[config.mk]
export PLATFORM = sky130hd
export DESIGN_NAME = afc_frontend_regs
export DESIGN_NICKNAME = d
export VERILOG_FILES = /design/src/hw/afc_ctl_reg.v /design/src/hw/afc_amp_path.v /design/src/hw/afc_frontend_regs.v
export VERILOG_INCLUDE_DIRS = /design/src /design/src/hw
export SDC_FILE = /design/constraint.sdc
export NUM_CORES = 1
export LEC_CHECK = 0
export ABC_AREA = 0
export BUFFER_PORTS_ARGS = -buffer_cell sky130_fd_sc_hd__buf_4
export CAP_MARGIN = 20
export CORE_UTILIZATION = 47
export CTS_BUF_LIST = sky130_fd_sc_hd__clkbuf_8
export DETAILED_ROUTE_END_ITERATION = 10
export PLACE_DENSITY = 0.81
export RECOVER_POWER = 25
export SLEW_MARGIN = 10
export SYNTH_ARGS = -nofsm -noshare
export SYNTH_HDL_FRONTEND = slang
export SYNTH_SLANG_ARGS = --single-unit
export TNS_END_PERCENT = 20
[constraint.sdc]
create_clock -name clk_i -period 2.7 [get_ports clk_i]
set_input_delay 0.54 -clock clk_i [delete_from_list [all_inputs] [get_ports clk_i]]
set_output_delay 0.54 -clock clk_i [all_outputs]
set_load 0.005 [all_outputs]
[src/hw/afc_frontend_regs.vh]
/*
  Constants for the analog front-end control register bank: register
  addresses, field positions, write masks, reset values and decode codes.
  Assumes it is included by bare name from every design file of the block.
*/
`ifndef AFC_FRONTEND_REGS_VH
`define AFC_FRONTEND_REGS_VH

// register addresses
`define AFC_ADDR_AMP1_CONTROL 8'h00
`define AFC_ADDR_AMP2_CONTROL 8'h01
`define AFC_ADDR_BANDGAP_CONTROL 8'h02
`define AFC_ADDR_BANDGAP_TRIM 8'h03
`define AFC_ADDR_AMP1_GAIN 8'h04
`define AFC_ADDR_STATUS 8'h05

// reset values and write masks
`define AFC_RESET_VALUE 8'h00
`define AFC_READ_ZERO 8'h00
`define AFC_AMP_WMASK 8'hFF
`define AFC_BANDGAP_WMASK 8'h13
`define AFC_TRIM_WMASK 8'hFF
`define AFC_GAIN_WMASK 8'h03

// amplifier control fields
`define AFC_AMP_MODE_BIT 7
`define AFC_AMP_REF_BIT 6
`define AFC_AMP_EN_BIT 5
`define AFC_AMP_TRIM_HI 4
`define AFC_AMP_TRIM_LO 0

// bandgap control fields
`define AFC_BG_EN_BIT 4
`define AFC_BG_SEL_HI 1
`define AFC_BG_SEL_LO 0
`define AFC_BG_SEL_SUPPLY 2'h2
`define AFC_BG_SEL_FLOAT 2'h3

// gain select field and codes
`define AFC_GAIN_HI 1
`define AFC_GAIN_LO 0
`define AFC_GAIN_LOW 2'h0
`define AFC_GAIN_MID 2'h1
`define AFC_GAIN_HIGH 2'h2

// one-hot gain switch closes, one per gain code
`define AFC_SW_GAIN_LOW 3'h1
`define AFC_SW_GAIN_MID 3'h2
`define AFC_SW_GAIN_HIGH 3'h4

// converter channels fed by the amplifiers
`define AFC_CH_AMP1_FIRST 3'h4
`define AFC_CH_AMP1_LAST 3'h6
`define AFC_CH_AMP2 3'h7

// status register bit positions
`define AFC_ST_AMP1_ROUTE 0
`define AFC_ST_AMP2_ROUTE 1
`define AFC_ST_AMP1_CANCEL 2
`define AFC_ST_AMP2_CANCEL 3
`define AFC_ST_BG_DOWN 4
`define AFC_ST_BG_FLOAT 5

`endif

[src/hw/afc_ctl_reg.v]
/*
  One software register with a per-bit write mask; unmasked bits stay at
  reset value and so read as zero. Exposes its next value so that decoded
  outputs can update on the same edge as the register itself.
  Assumes a synchronous active-low reset and writes qualified by the top.
*/
`timescale 1ns/1ps
`default_nettype none
`include "afc_frontend_regs.vh"

module afc_ctl_reg #(
  parameter WIDTH = 8,
  parameter [WIDTH-1:0] WMASK = `AFC_AMP_WMASK,
  parameter [WIDTH-1:0] RESET = `AFC_RESET_VALUE
) (
  input wire clk_i,
  input wire rst_b_i,
  input wire wr_en_i,
  input wire [WIDTH-1:0] wdata_i,
  output reg [WIDTH-1:0] q_o,
  output reg [WIDTH-1:0] next_q_o
);

  // merge written bits under the mask, keep the rest
  always @* begin
    next_q_o = q_o;
    if (wr_en_i) begin
      next_q_o = (wdata_i & WMASK) | (q_o & ~WMASK);
    end
  end

  // storage, loaded on the write cycle's edge
  always @(posedge clk_i) begin
    if (!rst_b_i) begin
      q_o <= RESET;
    end else begin
      q_o <= next_q_o;
    end
  end

endmodule
`default_nettype wire

[src/hw/afc_amp_path.v]
/*
  Control decode for one amplifier: enable, cancellation switches, trim
  code and converter routing, all registered from the next control value.
  Assumes the converter channel select is synchronous to clk_i.
*/
`timescale 1ns/1ps
`default_nettype none
`include "afc_frontend_regs.vh"

module afc_amp_path #(
  parameter [2:0] CH_FIRST = `AFC_CH_AMP1_FIRST,
  parameter [2:0] CH_LAST = `AFC_CH_AMP1_LAST
) (
  input wire clk_i,
  input wire rst_b_i,
  input wire [7:0] next_ctl_i,
  input wire [2:0] adc_channel_i,
  output reg enable_o,
  output reg cancel_mode_o,
  output reg cancel_switch_a_o,
  output reg cancel_switch_b_o,
  output reg [4:0] offset_trim_o,
  output reg route_o
);

  wire next_mode;
  wire next_ref;
  wire next_en;
  wire chan_hit;

  assign next_mode = next_ctl_i[`AFC_AMP_MODE_BIT];
  assign next_ref = next_ctl_i[`AFC_AMP_REF_BIT];
  assign next_en = next_ctl_i[`AFC_AMP_EN_BIT];
  assign chan_hit = (adc_channel_i >= CH_FIRST) && (adc_channel_i <= CH_LAST);

  // switch a ties the negative input, switch b the positive input
  always @(posedge clk_i) begin
    if (!rst_b_i) begin
      enable_o <= 1'b0;
      cancel_mode_o <= 1'b0;
      // cleared mode bit means normal mode, so both switches stay closed
      cancel_switch_a_o <= 1'b1;
      cancel_switch_b_o <= 1'b1;
      offset_trim_o <= 5'h00;
      route_o <= 1'b0;
    end else begin
      enable_o <= next_en;
      cancel_mode_o <= next_mode;
      cancel_switch_a_o <= !next_mode || !next_ref;
      cancel_switch_b_o <= !next_mode || next_ref;
      offset_trim_o <= next_ctl_i[`AFC_AMP_TRIM_HI:`AFC_AMP_TRIM_LO];
      route_o <= next_en && chan_hit;
    end
  end

endmodule
`default_nettype wire

[src/hw/afc_frontend_regs.v]
/*
  Register bank for the analog front end: two amplifier control registers,
  bandgap control and trim, a gain select and a read-only status word.
  Drives every analog control line from flip-flops.
  Assumes a plain register port: one-cycle strobes, never both at once,
  read data valid only in the cycle after the read strobe.
*/
`timescale 1ns/1ps
`default_nettype none
`include "afc_frontend_regs.vh"

module afc_frontend_regs #(
  parameter ADDR_WIDTH = 8,
  parameter DATA_WIDTH = 8
) (
  input wire clk_i,
  input wire rst_b_i,
  input wire [ADDR_WIDTH-1:0] reg_addr_i,
  input wire [DATA_WIDTH-1:0] reg_wdata_i,
  input wire reg_write_i,
  input wire reg_read_i,
  output reg [DATA_WIDTH-1:0] reg_rdata_o,
  input wire [2:0] adc_channel_i,
  output wire amp1_enable_o,
  output wire amp1_mode_select_o,
  output wire amp1_cancel_ref_select_o,
  output wire cancel_switch_a_o,
  output wire cancel_switch_b_o,
  output wire [4:0] amp1_offset_trim_o,
  output reg [2:0] amp1_gain_switches_o,
  output wire amp1_route_o,
  output wire amp2_enable_o,
  output wire amp2_mode_select_o,
  output wire amp2_cancel_ref_select_o,
  output wire amp2_cancel_switch_a_o,
  output wire amp2_cancel_switch_b_o,
  output wire [4:0] amp2_offset_trim_o,
  output wire amp2_route_o,
  output reg bandgap_enable_o,
  output reg bandgap_power_down_o,
  output reg [1:0] bandgap_output_select_o,
  output reg bandgap_ref_fixed_o,
  output reg bandgap_ref_supply_o,
  output reg bandgap_ref_float_o,
  output wire [7:0] bandgap_trim_code_o
);

  // register contents and their next values
  wire [7:0] amp1_control;
  wire [7:0] amp2_control;
  wire [7:0] bandgap_control;
  wire [7:0] bandgap_trim_code;
  wire [7:0] amp1_gain_select;
  wire [7:0] next_amp1_control;
  wire [7:0] next_amp2_control;
  wire [7:0] next_bandgap_control;
  wire [7:0] next_bandgap_trim_code;
  wire [7:0] next_amp1_gain_select;

  // address decode results
  wire sel_amp1;
  wire sel_amp2;
  wire sel_bg;
  wire sel_trim;
  wire sel_gain;
  wire sel_status;
  wire wr_amp1;
  wire wr_amp2;
  wire wr_bg;
  wire wr_trim;
  wire wr_gain;

  // decoded amplifier status from the path modules
  wire amp1_cancel_mode;
  wire amp2_cancel_mode;

  // bandgap and gain decode inputs
  wire next_bg_en;
  wire [1:0] next_bg_sel;
  wire [1:0] next_gain;

  // read path
  reg [7:0] next_rdata;
  wire [7:0] status_word;

  // address comparison over the full address width against the 8-bit addresses
  assign sel_amp1 = (reg_addr_i == `AFC_ADDR_AMP1_CONTROL);
  assign sel_amp2 = (reg_addr_i == `AFC_ADDR_AMP2_CONTROL);
  assign sel_bg = (reg_addr_i == `AFC_ADDR_BANDGAP_CONTROL);
  assign sel_trim = (reg_addr_i == `AFC_ADDR_BANDGAP_TRIM);
  assign sel_gain = (reg_addr_i == `AFC_ADDR_AMP1_GAIN);
  assign sel_status = (reg_addr_i == `AFC_ADDR_STATUS);

  // write qualification; status and unmapped addresses drop writes
  assign wr_amp1 = reg_write_i && sel_amp1;
  assign wr_amp2 = reg_write_i && sel_amp2;
  assign wr_bg = reg_write_i && sel_bg;
  assign wr_trim = reg_write_i && sel_trim;
  assign wr_gain = reg_write_i && sel_gain;

  // first amplifier control, all eight bits writable
  afc_ctl_reg #(
    .WIDTH(8),
    .WMASK(`AFC_AMP_WMASK),
    .RESET(`AFC_RESET_VALUE)
  ) u_amp1_control (
    .clk_i(clk_i),
    .rst_b_i(rst_b_i),
    .wr_en_i(wr_amp1),
    .wdata_i(reg_wdata_i[7:0]),
    .q_o(amp1_control),
    .next_q_o(next_amp1_control)
  );

  // second amplifier control, same layout as the first
  afc_ctl_reg #(
    .WIDTH(8),
    .WMASK(`AFC_AMP_WMASK),
    .RESET(`AFC_RESET_VALUE)
  ) u_amp2_control (
    .clk_i(clk_i),
    .rst_b_i(rst_b_i),
    .wr_en_i(wr_amp2),
    .wdata_i(reg_wdata_i[7:0]),
    .q_o(amp2_control),
    .next_q_o(next_amp2_control)
  );

  // bandgap control, only enable and output select implemented
  afc_ctl_reg #(
    .WIDTH(8),
    .WMASK(`AFC_BANDGAP_WMASK),
    .RESET(`AFC_RESET_VALUE)
  ) u_bandgap_control (
    .clk_i(clk_i),
    .rst_b_i(rst_b_i),
    .wr_en_i(wr_bg),
    .wdata_i(reg_wdata_i[7:0]),
    .q_o(bandgap_control),
    .next_q_o(next_bandgap_control)
  );

  // bandgap fine-trim code
  afc_ctl_reg #(
    .WIDTH(8),
    .WMASK(`AFC_TRIM_WMASK),
    .RESET(`AFC_RESET_VALUE)
  ) u_bandgap_trim (
    .clk_i(clk_i),
    .rst_b_i(rst_b_i),
    .wr_en_i(wr_trim),
    .wdata_i(reg_wdata_i[7:0]),
    .q_o(bandgap_trim_code),
    .next_q_o(next_bandgap_trim_code)
  );

  // first amplifier gain select, two bits
  afc_ctl_reg #(
    .WIDTH(8),
    .WMASK(`AFC_GAIN_WMASK),
    .RESET(`AFC_RESET_VALUE)
  ) u_amp1_gain (
    .clk_i(clk_i),
    .rst_b_i(rst_b_i),
    .wr_en_i(wr_gain),
    .wdata_i(reg_wdata_i[7:0]),
    .q_o(amp1_gain_select),
    .next_q_o(next_amp1_gain_select)
  );

  // first amplifier path, feeds converter channels four to six
  afc_amp_path #(
    .CH_FIRST(`AFC_CH_AMP1_FIRST),
    .CH_LAST(`AFC_CH_AMP1_LAST)
  ) u_amp1_path (
    .clk_i(clk_i),
    .rst_b_i(rst_b_i),
    .next_ctl_i(next_amp1_control),
    .adc_channel_i(adc_channel_i),
    .enable_o(amp1_enable_o),
    .cancel_mode_o(amp1_cancel_mode),
    .cancel_switch_a_o(cancel_switch_a_o),
    .cancel_switch_b_o(cancel_switch_b_o),
    .offset_trim_o(amp1_offset_trim_o),
    .route_o(amp1_route_o)
  );

  // second amplifier path, feeds converter channel seven only
  afc_amp_path #(
    .CH_FIRST(`AFC_CH_AMP2),
    .CH_LAST(`AFC_CH_AMP2)
  ) u_amp2_path (
    .clk_i(clk_i),
    .rst_b_i(rst_b_i),
    .next_ctl_i(next_amp2_control),
    .adc_channel_i(adc_channel_i),
    .enable_o(amp2_enable_o),
    .cancel_mode_o(amp2_cancel_mode),
    .cancel_switch_a_o(amp2_cancel_switch_a_o),
    .cancel_switch_b_o(amp2_cancel_switch_b_o),
    .offset_trim_o(amp2_offset_trim_o),
    .route_o(amp2_route_o)
  );

  // raw mode and reference bits straight from the stored registers
  assign amp1_mode_select_o = amp1_control[`AFC_AMP_MODE_BIT];
  assign amp1_cancel_ref_select_o = amp1_control[`AFC_AMP_REF_BIT];
  assign amp2_mode_select_o = amp2_control[`AFC_AMP_MODE_BIT];
  assign amp2_cancel_ref_select_o = amp2_control[`AFC_AMP_REF_BIT];

  // trim code goes to the bandgap DAC unchanged
  assign bandgap_trim_code_o = bandgap_trim_code;

  // next-value fields that steer the registered decodes
  assign next_bg_en = next_bandgap_control[`AFC_BG_EN_BIT];
  assign next_bg_sel = next_bandgap_control[`AFC_BG_SEL_HI:`AFC_BG_SEL_LO];
  assign next_gain = next_amp1_gain_select[`AFC_GAIN_HI:`AFC_GAIN_LO];

  // gain switches: exactly one closed; unused code 3 falls to lowest gain
  always @(posedge clk_i) begin
    if (!rst_b_i) begin
      amp1_gain_switches_o <= `AFC_SW_GAIN_LOW;
    end else begin
      case (next_gain)
        `AFC_GAIN_LOW: begin
          amp1_gain_switches_o <= `AFC_SW_GAIN_LOW;
        end
        `AFC_GAIN_MID: begin
          amp1_gain_switches_o <= `AFC_SW_GAIN_MID;
        end
        `AFC_GAIN_HIGH: begin
          amp1_gain_switches_o <= `AFC_SW_GAIN_HIGH;
        end
        default: begin
          amp1_gain_switches_o <= `AFC_SW_GAIN_LOW;
        end
      endcase
    end
  end

  // bandgap enable and power-down, always complementary
  always @(posedge clk_i) begin
    if (!rst_b_i) begin
      bandgap_enable_o <= 1'b0;
      bandgap_power_down_o <= 1'b1;
    end else begin
      bandgap_enable_o <= next_bg_en;
      bandgap_power_down_o <= !next_bg_en;
    end
  end

  // bandgap reference selection, one-hot towards the analog mux
  always @(posedge clk_i) begin
    if (!rst_b_i) begin
      bandgap_output_select_o <= 2'h0;
      bandgap_ref_fixed_o <= 1'b1;
      bandgap_ref_supply_o <= 1'b0;
      bandgap_ref_float_o <= 1'b0;
    end else begin
      bandgap_output_select_o <= next_bg_sel;
      case (next_bg_sel)
        `AFC_BG_SEL_SUPPLY: begin
          bandgap_ref_fixed_o <= 1'b0;
          bandgap_ref_supply_o <= 1'b1;
          bandgap_ref_float_o <= 1'b0;
        end
        `AFC_BG_SEL_FLOAT: begin
          bandgap_ref_fixed_o <= 1'b0;
          bandgap_ref_supply_o <= 1'b0;
          bandgap_ref_float_o <= 1'b1;
        end
        default: begin
          bandgap_ref_fixed_o <= 1'b1;
          bandgap_ref_supply_o <= 1'b0;
          bandgap_ref_float_o <= 1'b0;
        end
      endcase
    end
  end

  // read-only status built from registered outputs
  assign status_word = {
    2'h0,
    bandgap_ref_float_o,
    bandgap_power_down_o,
    amp2_cancel_mode,
    amp1_cancel_mode,
    amp2_route_o,
    amp1_route_o
  };

  // read multiplexer; unmapped addresses answer zero
  always @* begin
    next_rdata = `AFC_READ_ZERO;
    if (reg_read_i) begin
      case (reg_addr_i)
        `AFC_ADDR_AMP1_CONTROL: begin
          next_rdata = amp1_control;
        end
        `AFC_ADDR_AMP2_CONTROL: begin
          next_rdata = amp2_control;
        end
        `AFC_ADDR_BANDGAP_CONTROL: begin
          next_rdata = bandgap_control & `AFC_BANDGAP_WMASK;
        end
        `AFC_ADDR_BANDGAP_TRIM: begin
          next_rdata = bandgap_trim_code;
        end
        `AFC_ADDR_AMP1_GAIN: begin
          next_rdata = amp1_gain_select & `AFC_GAIN_WMASK;
        end
        `AFC_ADDR_STATUS: begin
          next_rdata = status_word;
        end
        default: begin
          next_rdata = `AFC_READ_ZERO;
        end
      endcase
    end
  end

  // read data stand one cycle after the strobe, zero otherwise
  always @(posedge clk_i) begin
    if (!rst_b_i) begin
      reg_rdata_o <= {DATA_WIDTH{1'b0}};
    end else begin
      reg_rdata_o <= next_rdata;
    end
  end

endmodule
`default_nettype wire

Yosys cells after proc, flatten, opt, wreduce, memory -nomap -nowiden

Cells that the tools add are included.

Magnitude comparators: 4
Equality and inequality tests: 9
Multiplexer cells: 9
Bitwise gates (word level): 2
Reductions and logical operators: 21

Operators with widths:

| operator                                                               | count |
|---|---|
| 8-bit one-hot mux with 6 select lines                                  | 1 |
| 8-bit by 2-bit equality test with 1-bit output (second input constant) | 2 |
| 8-bit by 3-bit equality test with 1-bit output (second input constant) | 2 |
| 8-bit two-way mux                                                      | 2 |
| 1-bit logical AND                                                      | 9 |
| 8-bit by 1-bit equality test with 1-bit output (second input constant) | 1 |
| 8-bit zero test                                                        | 1 |
| 2-bit by 8-bit OR with 8-bit output                                    | 1 |
| 5-bit by 8-bit OR with 8-bit output                                    | 1 |
| 2-bit equality test (second input constant)                            | 3 |
| 3-bit >= comparator (second input constant)                            | 2 |
| 3-bit less-or-equal comparator (second input constant)                 | 2 |
| 3-bit one-hot mux with 2 select lines                                  | 1 |
| 1-bit zero test                                                        | 5 |
| 5-bit two-way mux                                                      | 1 |
| 1-bit logical OR                                                       | 4 |
| 1-bit two-way mux                                                      | 3 |
| 2-bit by 1-bit equality test with 1-bit output (second input constant) | 1 |
| 2-bit two-way mux                                                      | 1 |
| 2-bit AND reduction                                                    | 1 |
| 2-bit OR reduction                                                     | 1 |

Bits in registers: 78
Input port bits: 23
Output and inout bits: 48
Word-level logic and storage cells: 72

Logic depth before layout (Yosys ltp)

Gate-level depths: netlist (run 1).

Depth in word-level cells: 6
Mapped depth: 8
Depth with buffers taken out: 7

Cells and area by module

Synthesis (run 1) repeated with hierarchy kept, for this count alone.

Cell total of the unflattened synthesis: 252
Area, all modules: 2896.5 µm²

Modules (own cells, without submodules):

| module                           | instances | cells an instance | area an instance (µm²) | sequential area each (µm²) |
|---|---|---|---|---|
| afc_ctl_reg (u_amp1_control ...) | 3         | 25                | 344.1                  | 160.2 |
| afc_frontend_regs                | 1         | 97                | 940.9                  | 360.3 |
| afc_amp_path (u_amp2_path)       | 1         | 20                | 272.8                  | 200.2 |
| afc_amp_path (u_amp1_path)       | 1         | 21                | 266.5                  | 200.2 |
| afc_ctl_reg (u_bandgap_control)  | 1         | 20                | 205.2                  | 60.1 |
| afc_ctl_reg (u_amp1_gain)        | 1         | 19                | 178.9                  | 40.0 |

Worst setup path after synthesis (run 1)

OpenSTA, ideal clock, no wires.

Path kind: in2reg
Start point: input port reg_addr_i[5]
End point: register amp1_gain_switches_o[1]
Library setup time: 64 ps
Arrival: 2505 ps
Data required time: 2636 ps
Path slack: 131 ps
Stages: 8
Path buffers: 1
Cell sequence: or4_4 buf_6 or4_1 mux2i_1 inv_1 ha_1 nand2b_1 nor2_1

Longest elaborated chain between the ends: 5
Elaborated cells between the ends (all ways): 6
Classes of those cells: 3 x eq/ne; 2 x mux; 1 x reduce/logical

RTL lines:

| element                                                                               | RTL line                | text |
|---|---|---|
| from (decl)                                                                           | afc_frontend_regs.v:18  | `input wire [ADDR_WIDTH-1:0] reg_addr_i,` |
| 8-bit by 3-bit equality test with 1-bit output *                                      | -                       |  |
| 1-bit logical AND *                                                                   | afc_frontend_regs.v:99  | `assign wr_gain = reg_write_i && sel_gain;` |
| 2-bit two-way mux *                                                                   | afc_ctl_reg.v:27        | `if (wr_en_i) begin` |
| net next_amp1_gain_select[1]                                                          | afc_frontend_regs.v:58  | `wire [7:0] next_amp1_gain_select;` |
| 2-bit equality test or 2-bit by 1-bit equality test with 1-bit output (tied branches) | afc_frontend_regs.v:224 | `case (next_gain)` |
| 3-bit one-hot mux with 2 select lines *                                               | afc_frontend_regs.v:224 |  |
| to (signal assigned)                                                                  | afc_frontend_regs.v:222 | `` amp1_gain_switches_o <= `AFC_SW_GAIN_LOW; `` |
| to (signal assigned)                                                                  | afc_frontend_regs.v:226 | `` amp1_gain_switches_o <= `AFC_SW_GAIN_LOW; `` |
| to (signal assigned)                                                                  | afc_frontend_regs.v:229 | `` amp1_gain_switches_o <= `AFC_SW_GAIN_MID; `` |
| to (decl)                                                                             | afc_frontend_regs.v:30  | `output reg [2:0] amp1_gain_switches_o,` |

The timed path passes the listed nets; every way through them passes the cells marked *.
A chain may end at the register's enable or synchronous reset.

Worst setup path in the final report (run 1)

Start point: input port reg_addr_i[5]
End point: register amp1_gain_switches_o[2]

Longest elaborated chain between the ends: 5
Elaborated cells between the ends (all ways): 6
Classes of those cells: 3 x eq/ne; 2 x mux; 1 x reduce/logical

RTL lines:

| element                                                                               | RTL line |
|---|---|
| 8-bit by 3-bit equality test with 1-bit output *                                      | - |
| 1-bit logical AND *                                                                   | afc_frontend_regs.v:99 |
| 2-bit two-way mux *                                                                   | afc_ctl_reg.v:27 |
| 2-bit equality test or 2-bit by 1-bit equality test with 1-bit output (tied branches) | afc_frontend_regs.v:224 |
| 3-bit one-hot mux with 2 select lines *                                               | afc_frontend_regs.v:224 |

Mark *: on every way between the ends. The rest lies on a longest branch, timed or not.

==> results.sh, run 1 <==
export IMPL_min_to="u_amp1_path.route_o"
export IMPL_p_leak_nw=1.12
export IMPL_worstMarginPinSlew_ps=610
export IMPL_clk_latency_ps=300
export IMPL_antenna_found_initial=0
export IMPL_route_detailed_drc=0
export IMPL_multi_input_area_mm2=0.00102
export IMPL_vias_per_cell=5.34
export IMPL_reg2regPathDepth=4
export IMPL_rsz0062_at_grt="false"
export IMPL_grt_start_max_net_pins=52
export IMPL_slew_limit_headroom=0.589
export IMPL_crit_required_ps=2950
export IMPL_crit_start="reg_addr_i[5]"
export IMPL_cts_sink_count=50
export IMPL_cp_max_fo=3
export IMPL_num_io_pins=71
export IMPL_synth_area_mm2=0.00211
export IMPL_ir_worst_vdd_mv=0.240
export IMPL_gp_congestion=0.805
export IMPL_max_freq_mhz=427
export IMPL_r2r_end="amp1_gain_switches_o[2]"
export IMPL_core_area_mm2=0.00432
export IMPL_overflow=0
export IMPL_synth_top_family_by_area="simple AND/OR/NAND/NOR gates"
export IMPL_worstSetupEndpointType="flop"
export IMPL_syn_to_final_growth_pct=29.9
export IMPL_dr_pass1_iters=4
export IMPL_synth_mux_area_frac=0.146
export IMPL_cts_hold_buf=0
export IMPL_vias=1789
export IMPL_clkSlewWorstSetupHoldPaths_ps=90
export IMPL_cts_root_buffer="clkbuf_8"
export IMPL_regArea_mm2=0.00100
export IMPL_timing_reg2reg_setup_slack_ps=1510
export IMPL_cts_resized_gates=0
export IMPL_final_period_utilization=0.867
export IMPL_min_from="adc_channel_i[2]"
export IMPL_start_util=0.488
export IMPL_grt_pass1_wl_um=7920
export IMPL_synth_compound_area_frac=0.0848
export IMPL_async_flop_share=0
export IMPL_cts_max_level=2
export IMPL_nFillCells=375
export IMPL_holdCritPathClass="in -> reg"
export IMPL_cts_path_max_buffers=2
export IMPL_power_mw=1.23
export IMPL_ys_ff_latch=50
export IMPL_synth_cells=217
export IMPL_synthAdderAreaFrac=0.0119
export IMPL_ys_warn_count=0
export IMPL_layout_common_cells="51 x buf_4, 50 x dfxtp_1, 24 x mux2i_1, 24 x clkbuf_4, 19 x nor2_1"
export IMPL_fin_skew_ps=5.55
export IMPL_critPathMaxStageDelay_ps=560
export IMPL_final_common_cell="buf_4"
export IMPL_hpwlAfterDp_um=3450
export IMPL_pwr_density_cell_mw_per_mm2=449
export IMPL_num_rows=24
export IMPL_synth_distinct_cells=33
export IMPL_routed_wirelength_um=4720
export IMPL_drive_gt1_frac=0.318
export IMPL_wire_per_inst_um=14.1
export IMPL_r2r_start="u_amp1_gain.q_o[0]"
export IMPL_synth_xor_xnor_area_share=0
export IMPL_period_needed_ps=2340
export IMPL_cpMaxStageDelayCell="or4_1"
export IMPL_maxCapViolations=0
export IMPL_synth_edf_count=0
export IMPL_grt_pass1_vias=1625
export IMPL_hold_viol=0
export IMPL_cts_tree="built"
export IMPL_drt_iter0_drc=81
export IMPL_report_final_slew_viol_count=0
export IMPL_final_nets=308
export IMPL_fin_ws_ps=359
export IMPL_crit_path_cell_trace="buf_4 > or4_4 > or4_1 > mux2i_1 > ha_1 > nand2b_1 > nor2_1"
export IMPL_synth_net_count=242
export IMPL_yosys_area_share_simple=0.239
export IMPL_synth_seq_area_share=0.474
export IMPL_dieArea_mm2=0.00476
export IMPL_finalSetupViolCount=0
export IMPL_cts_setup_buffers=0
export IMPL_cts_buffers=5
export IMPL_diodes=0
export IMPL_arrival_ps=2590
export IMPL_hold_path_depth=2
export IMPL_post_place_ws_ps=50.3
export IMPL_dieHeight_um=69.0
export IMPL_die_x_um=69.0
export IMPL_synth_flop_cell="dfxtp_1"
export IMPL_drtAntennaViolNets=0
export IMPL_io_buffers=70
export IMPL_path_class="in -> reg"
export IMPL_avgSynthCellArea_um2=9.73
export IMPL_crit_path_start_kind="input pin"
export IMPL_status="complete, no violations"
export IMPL_grt_total_usage=0.208
export IMPL_fin_tns_setup_ps=0
## layer usage
| layer | track usage | share of wire |
|---|---|---|
| met3 | 0.0614 | 0.069 |
| met1 | 0.275 | 0.44 |
| met5 | 0 | 0 |
| met2 | 0.324 | 0.48 |
| met4 | 0.0680 | 0.011 |
## final cells by class
cell class / instances / share of cell area
timing repair buffer: 75 / 0.205
clock inverter: 2 / 0.00411
tap: 52 / 0.0237
multi-input combinational: 147 / 0.371
inverter: 4 / 0.00548
sequential: 50 / 0.365
clock buffer: 5 / 0.0251
## worst max-delay path, delay by kind of cell
family	cells	cell delay, ps
fa+ha+maj	1	280
buf+inv	1	110
mux	1	300
simple gates	4	1360
## power breakdown
group	leakage [nW]	switching, mW	total [mW]	internal [mW]
registers	0.403	0.000562	0.738	0.737
logic	0.674	0.0417	0.0787	0.0369
clock network	0.0414	0.241	0.415	0.174
## logic make-up (layout without fill, tap and decap cells)
kind of cell    after synthesis  after routing
simple gates                 89             89
flops                        50             50
compound gates               29             29
mux                          27             27
buf+inv                      20             86
fa+ha+maj                     2              2
## worst max path at each step
stage | endpoint | depth (start not counted)
2_1_floorplan | amp1_gain_switches_o[1] | 8
3_3_place_gp | amp1_gain_switches_o[2] | 8
3_5_place_dp | amp1_gain_switches_o[2] | 7
4_1_cts | amp1_gain_switches_o[2] | 7
5_1_grt | amp1_gain_switches_o[1] | 7
6_report | amp1_gain_switches_o[2] | 7
## cells in the mapped netlist (3+ instances only)
cell	number	area share
buf_1	3	0.0053
nand2_1	13	0.023
a21oi_1	4	0.0095
clkbuf_1	9	0.016
dfxtp_1	50	0.47
mux2i_1	24	0.11
nor2b_1	14	0.041
nor3_1	3	0.0071
nor2_1	19	0.034
nand2b_1	3	0.0089
a22oi_1	4	0.014
nand3b_1	5	0.018
inv_1	4	0.0071
nand3_1	18	0.043
o21ai_0	14	0.033
mux4_2	3	0.032
o2bb2ai_1	3	0.012
## state kept, by name (all words and copies together) (netlist names), 2 cells and up
register	flops
u_amp1_control.q_o	8
amp1_gain_switches_o	3
u_bandgap_trim.q_o	8
u_amp2_control.q_o	7
u_amp1_gain.q_o	2
reg_rdata_o	8
## through the flow
step | instance area (um^2) | hold slack (ps) | cells | utilization
2_1_floorplan | 2110 | 476 | 217 | -
3_3_place_gp | 2660 | 475 | 328 | 0.615
3_5_place_dp | 2660 | 482 | 328 | 0.615
4_1_cts | 2740 | 465 | 335 | 0.634
5_1_grt | 2740 | 475 | 335 | 0.634
6_report | 2740 | 468 | 335 | 0.634
Note: power is estimated with default switching activity, not from simulation.
==> run 2, diff against run 1 <==
--- a/config.mk
+++ b/config.mk
@@ -6,13 +6,13 @@
 export SDC_FILE = /design/constraint.sdc
 export NUM_CORES = 1
 export LEC_CHECK = 0
-export ABC_AREA = 0
-export BUFFER_PORTS_ARGS = -buffer_cell sky130_fd_sc_hd__buf_4
+export ABC_AREA = 1
 export CAP_MARGIN = 20
-export CORE_UTILIZATION = 47
+export CORE_UTILIZATION = 51
 export CTS_BUF_LIST = sky130_fd_sc_hd__clkbuf_8
 export DETAILED_ROUTE_END_ITERATION = 10
-export PLACE_DENSITY = 0.81
+export DONT_BUFFER_PORTS = 1
+export PLACE_DENSITY = 0.72
 export RECOVER_POWER = 25
 export SLEW_MARGIN = 10
 export SYNTH_ARGS = -nofsm -noshare
==> results.sh, run 2 <==
export IMPL_finalSetupViolCount=0
export IMPL_hold_viol=0
export IMPL_grt_start_max_net_pins=28
export IMPL_synth_area_leaders="dfxtp_1 46%, nand2_1 9.3%, nor2_1 8.7%"
export IMPL_nFillCells=396
export IMPL_dieArea_mm2=0.00456
export IMPL_maxCapViolations=0
export IMPL_drt_iter0_drc=106
export IMPL_num_rows=23
export IMPL_die_x_um=67.5
export IMPL_layout_common_cells="54 x nand2_1, 51 x nor2_1, 50 x dfxtp_1"
export IMPL_min_from="rst_b_i"
export IMPL_r2r_start="u_amp1_gain.q_o[1]"
export IMPL_synth_flop_cell="dfxtp_1"
export IMPL_cp_max_fo=8
export IMPL_fin_area_mm2=0.00231
export IMPL_fin_skew_ps=6.25
export IMPL_hold_path_depth=1
export IMPL_synth_top_cell_by_area="dfxtp_1"
export IMPL_ys_warn_count=0
export IMPL_ys_top_cells_by_count="54 x nand2_1, 51 x nor2_1, 50 x dfxtp_1"
export IMPL_synth_distinct_cells=27
export IMPL_async_flop_share=0
export IMPL_cpMaxStageDelayCell="or2_2"
export IMPL_syn_to_final_growth_pct=5.54
export IMPL_diodes=0
export IMPL_path_class="in -> reg"
export IMPL_io_buffers=0
export IMPL_reg2regPathDepth=7
export IMPL_cts_tree="built"
export IMPL_final_common_cell="nand2_1"
export IMPL_critPathMaxStageDelay_ps=310
export IMPL_slew_limit_headroom=0.641
export IMPL_wire_per_inst_um=14.2
export IMPL_antenna_found_initial=0
export IMPL_cts_path_max_buffers=2
export IMPL_vias=1715
export IMPL_ys_ff_latch=50
export IMPL_worstMarginPinSlew_ps=537
export IMPL_dieHeight_um=67.5
export IMPL_fin_ws_ps=901
export IMPL_top_regs="reg_rdata_o: 8 flops, u_amp1_control.q_o: 8 flops, u_bandgap_trim.q_o: 8 flops"
export IMPL_period_needed_ps=1800
export IMPL_cts_sink_count=50
export IMPL_rsz0062_at_grt="false"
export IMPL_yosysMostFrequentCell="nand2_1"
export IMPL_gp_congestion=0.794
export IMPL_p_leak_nw=1.00
export IMPL_core_area_mm2=0.00406
export IMPL_cts_hold_buf=0
export IMPL_dr_pass1_iters=4
export IMPL_final_nets=318
export IMPL_synth_top_area_frac=0.457
export IMPL_pwr_density_cell_mw_per_mm2=530
export IMPL_worstSetupEndpointType="flop"
export IMPL_cts_max_level=2
export IMPL_report_final_slew_viol_count=0
export IMPL_cp_common_cell="nor2_1"
export IMPL_cts_root_buffer="clkbuf_8"
export IMPL_route_detailed_drc=0
export IMPL_holdCritPathClass="in -> reg"
export IMPL_post_place_ws_ps=584
export IMPL_arrival_ps=2040
export IMPL_ir_worst_vdd_mv=0.233
export IMPL_synth_area_mm2=0.00219
export IMPL_synth_net_count=316
export IMPL_fin_tns_setup_ps=0
export IMPL_final_period_utilization=0.666
export IMPL_num_io_pins=71
export IMPL_drive_gt1_frac=0.153
export IMPL_max_freq_mhz=556
export IMPL_fin_util=0.570
export IMPL_hpwlAfterDp_um=3580
export IMPL_regArea_mm2=0.00100
export IMPL_synth_edf_count=0
export IMPL_grt_pass1_wl_um=7600
export IMPL_crit_required_ps=2940
export IMPL_cts_setup_buffers=0
export IMPL_start_util=0.540
export IMPL_synth_cells=291
export IMPL_crit_start="reg_addr_i[7]"
export IMPL_status="complete, no violations"
export IMPL_grt_pass1_vias=1596
export IMPL_grt_total_usage=0.233
export IMPL_crit_path_cell_trace="nor2_2 > nand2_4 > nor2_1 > nand2_1 > o21ai_2 > inv_1 > ha_1 > or2_2 > nor2_1"
export IMPL_vias_per_cell=4.99
export IMPL_overflow=0
export IMPL_crit_path_start_kind="input pin"
export IMPL_multi_input_area_um2=986
export IMPL_cts_buffers=5
export IMPL_synth_seq_area_share=0.457
export IMPL_clkSlewWorstSetupHoldPaths_ps=80
export IMPL_avgSynthCellArea_um2=7.52
export IMPL_clk_latency_ps=300
export IMPL_cts_resized_gates=0
export IMPL_routed_wirelength_um=4880
export IMPL_drtAntennaViolNets=0
export IMPL_placed_cell_area_mm2=0.00222
## run 2: changes by cell type after synthesis, moves of 5 or more
cell	change
a21oi_1	+9
clkbuf_1	-8
inv_1	+33
mux2i_1	-24
nand2_1	+41
nand3b_1	-5
nor2_1	+32
nor2_2	+6
nor2b_1	-14
o21ai_1	+9
o21ai_2	+8
## run 2: cells by family after synthesis
family / after synthesis / share of synthesized area
AND/OR/NAND/NOR: 143 / 0.312
flip-flops: 50 / 0.457
AO/OA/AOI/OAI: 48 / 0.127
buffers and inverters: 48 / 0.0926
adder cells (fa/ha/maj): 2 / 0.0114
## run 2: cell type report
cell class,instances,area share
Clock buffer,6,0.0357
Clock inverter,2,0.00541
Inverter,43,0.0720
Multi-Input combinational cell,193,0.427
Sequential cell,50,0.433
Tap cell,50,0.0271
## run 2: worst paths after layout
check                                                endpoint  slack [ps]
worst max register to register        amp1_gain_switches_o[2]        1420
worst min register to register          u_amp1_control.q_o[4]         490
worst min-delay path            u_amp1_path.cancel_switch_a_o         310
worst max-delay path                  amp1_gain_switches_o[2]         900
## run 2: report_power, final
group / total (mW) / switching (mW) / internal [mW]
sequential: 0.739 / 0.00106 / 0.738
combinational: 0.0367 / 0.0250 / 0.0118
clock: 0.448 / 0.242 / 0.206
total: 1.22 / 0.268 / 0.956
## run 2: layer usage
metal,share of wire,track usage
met1,0.44,0.279
met2,0.47,0.386
met3,0.072,0.0794
met4,0.013,0.0798
met5,0,0
## run 2: stage by stage
stage	hold WS [ps]	total power [mW]	std cells
floorplan	457	0.793	291
global placement	476	0.793	336
detailed placement	479	0.793	336
CTS	304	1.23	344
global route	283	1.27	344
finish	309	1.22	344
## run 2: critical path, delay by kind of cell
| family | cells | cell delay (ps) |
|---|---|---|
| AND/OR/NAND/NOR | 6 | 1000 |
| adder cells (fa/ha/maj) | 1 | 260 |
| buffers and inverters | 1 | 60 |
| AO/OA/AOI/OAI | 1 | 180 |
==> run 3, diff against run 2 <==
--- a/config.mk
+++ b/config.mk
@@ -12,7 +12,7 @@
 export CTS_BUF_LIST = sky130_fd_sc_hd__clkbuf_8
 export DETAILED_ROUTE_END_ITERATION = 10
 export DONT_BUFFER_PORTS = 1
-export PLACE_DENSITY = 0.72
+export PLACE_DENSITY = 0.69
 export RECOVER_POWER = 25
 export SLEW_MARGIN = 10
 export SYNTH_ARGS = -nofsm -noshare
==> constraint.sdc (replaced) <==
create_clock -name clk_i -period 1.9 [get_ports clk_i]
set_input_delay 0.38 -clock clk_i [delete_from_list [all_inputs] [get_ports clk_i]]
set_output_delay 0.38 -clock clk_i [all_outputs]
set_load 0.005 [all_outputs]
==> results.sh, run 3 (same netlist as run 2, synthesis figures left out) <==
export IMPL_status="complete, no violations"
export IMPL_nFillCells=407
export IMPL_critPathMaxStageDelay_ps=320
export IMPL_dieHeight_um=67.5
export IMPL_cp_common_cell="nor2_1"
export IMPL_top_regs="reg_rdata_o: 8 flops, u_amp1_control.q_o: 8 flops, u_bandgap_trim.q_o: 8 flops"
export IMPL_cts_buffers=5
export IMPL_grt_start_max_net_pins=28
export IMPL_period_needed_ps=1650
export IMPL_hpwlAfterDp_um=3700
export IMPL_diodes=0
export IMPL_placed_cell_area_mm2=0.00225
export IMPL_drt_iter0_drc=71
export IMPL_dieArea_mm2=0.00456
export IMPL_wire_per_inst_um=14.1
export IMPL_drtAntennaViolNets=0
export IMPL_maxCapViolations=0
export IMPL_arrival_ps=1900
export IMPL_num_rows=23
export IMPL_fin_ws_ps=252
export IMPL_grt_total_usage=0.241
export IMPL_multi_input_area_um2=982
export IMPL_route_detailed_drc=0
export IMPL_cp_max_fo=4
export IMPL_drive_gt1_frac=0.154
export IMPL_clk_latency_ps=310
export IMPL_overflow=0
export IMPL_finalSetupViolCount=0
export IMPL_fin_area_mm2=0.00235
export IMPL_worstSetupEndpointType="flop"
export IMPL_grt_pass1_vias=1675
export IMPL_cts_resized_gates=0
export IMPL_path_class="in -> reg"
export IMPL_rsz0062_at_grt="false"
export IMPL_final_nets=322
export IMPL_hold_viol=0
export IMPL_final_common_cell="nand2_1"
export IMPL_layout_common_cells="54 x nand2_1, 51 x nor2_1, 50 x dfxtp_1"
export IMPL_routed_wirelength_um=4900
export IMPL_cts_root_buffer="clkbuf_8"
export IMPL_report_final_slew_viol_count=0
export IMPL_final_period_utilization=0.868
export IMPL_cts_setup_buffers=0
export IMPL_cts_hold_buf=0
export IMPL_p_leak_nw=1.04
export IMPL_num_io_pins=71
export IMPL_die_x_um=67.5
export IMPL_syn_to_final_growth_pct=7.26
export IMPL_io_buffers=0
export IMPL_gp_congestion=0.764
export IMPL_antenna_found_initial=0
export IMPL_post_place_ws_ps=-6.74
export IMPL_cts_max_level=2
export IMPL_max_freq_mhz=607
export IMPL_fin_util=0.579
export IMPL_cts_tree="built"
export IMPL_critical_path_buf_inv_count=1
export IMPL_regArea_mm2=0.00100
export IMPL_clkSlewWorstSetupHoldPaths_ps=80
export IMPL_crit_path_cell_trace="inv_1 > nor2_1 > nand2_1 > nor2_1 > nand2_1 > o21ai_0 > ha_1 > or2_2 > nor2_1"
export IMPL_final_cells=348
export IMPL_cts_path_max_buffers=2
export IMPL_crit_path_start_kind="input pin"
export IMPL_vias_per_cell=5.04
export IMPL_core_area_mm2=0.00406
export IMPL_start_util=0.540
export IMPL_worstMarginPinSlew_ps=335
export IMPL_cts_sink_count=50
export IMPL_dr_pass1_iters=4
export IMPL_cpMaxStageDelayCell="o21ai_0"
export IMPL_holdCritPathClass="in -> reg"
export IMPL_grt_pass1_wl_um=7860
export IMPL_path_delay_family="simple AND/OR/NAND/NOR gates"
export IMPL_pwr_density_cell_mw_per_mm2=776
export IMPL_crit_required_ps=2150
export IMPL_ir_worst_vdd_mv=0.480
export IMPL_dp_cells=340
export IMPL_fin_skew_ps=9.92
export IMPL_slew_limit_headroom=0.775
export IMPL_fin_tns_setup_ps=0
export IMPL_vias=1754
==> run 3: cell count changes in the layout (fill, tap and decap cells not counted) <==
cell	before	now
buf_4	0	4
inv_1	37	39
bufinv_16	0	1
clkbuf_8	6	5
clkinv_2	1	0
clkinvlp_4	1	0
o21ai_0	16	17
o21ai_2	8	7
==> run 3: path summary, 6_finish.rpt <==
path / start / endpoint / slack, ps / cells after the start
worst max-delay path: reg_addr_i[2] / amp1_gain_switches_o[1] / 250 / 9
worst min-delay path: rst_b_i / u_amp1_path.cancel_switch_a_o / 150 / 1
worst max register to register: u_amp1_gain.q_o[0] / amp1_gain_switches_o[1] / 540 / 6
worst min register to register: u_amp1_control.q_o[4] / u_amp1_control.q_o[4] / 490 / 2
==> run 3: layout make-up <==
cell class	instances	share of cell area
multi-input cells	193	0.418
flip-flops and latches	50	0.426
inverters	43	0.0709
clock inverters	3	0.0160
repair buffers	4	0.0128
well taps	50	0.0266
clock buffers	5	0.0293
==> run 3: through the flow <==
stage	power [mW]	hold WS (ps)
final	1.82	148
after global routing	1.89	142
after CTS	1.84	142
after detailed placement	1.13	459
after global placement	1.13	453
after floorplan	1.13	457
==> run 3: per-layer routing <==
metal	track usage	share of wire	vias up
met2	0.375	0.47	55
met4	0.0798	0.014	0
met1	0.313	0.45	777
met5	0	0	-
met3	0.0794	0.070	8
li1	-	-	914
==> run 3: where the power goes <==
group	switching (mW)	total (mW)	internal (mW)	leakage, nW
clock network	0.336	0.720	0.383	0.0607
registers	0.00152	1.05	1.05	0.403
logic	0.0356	0.0532	0.0176	0.575
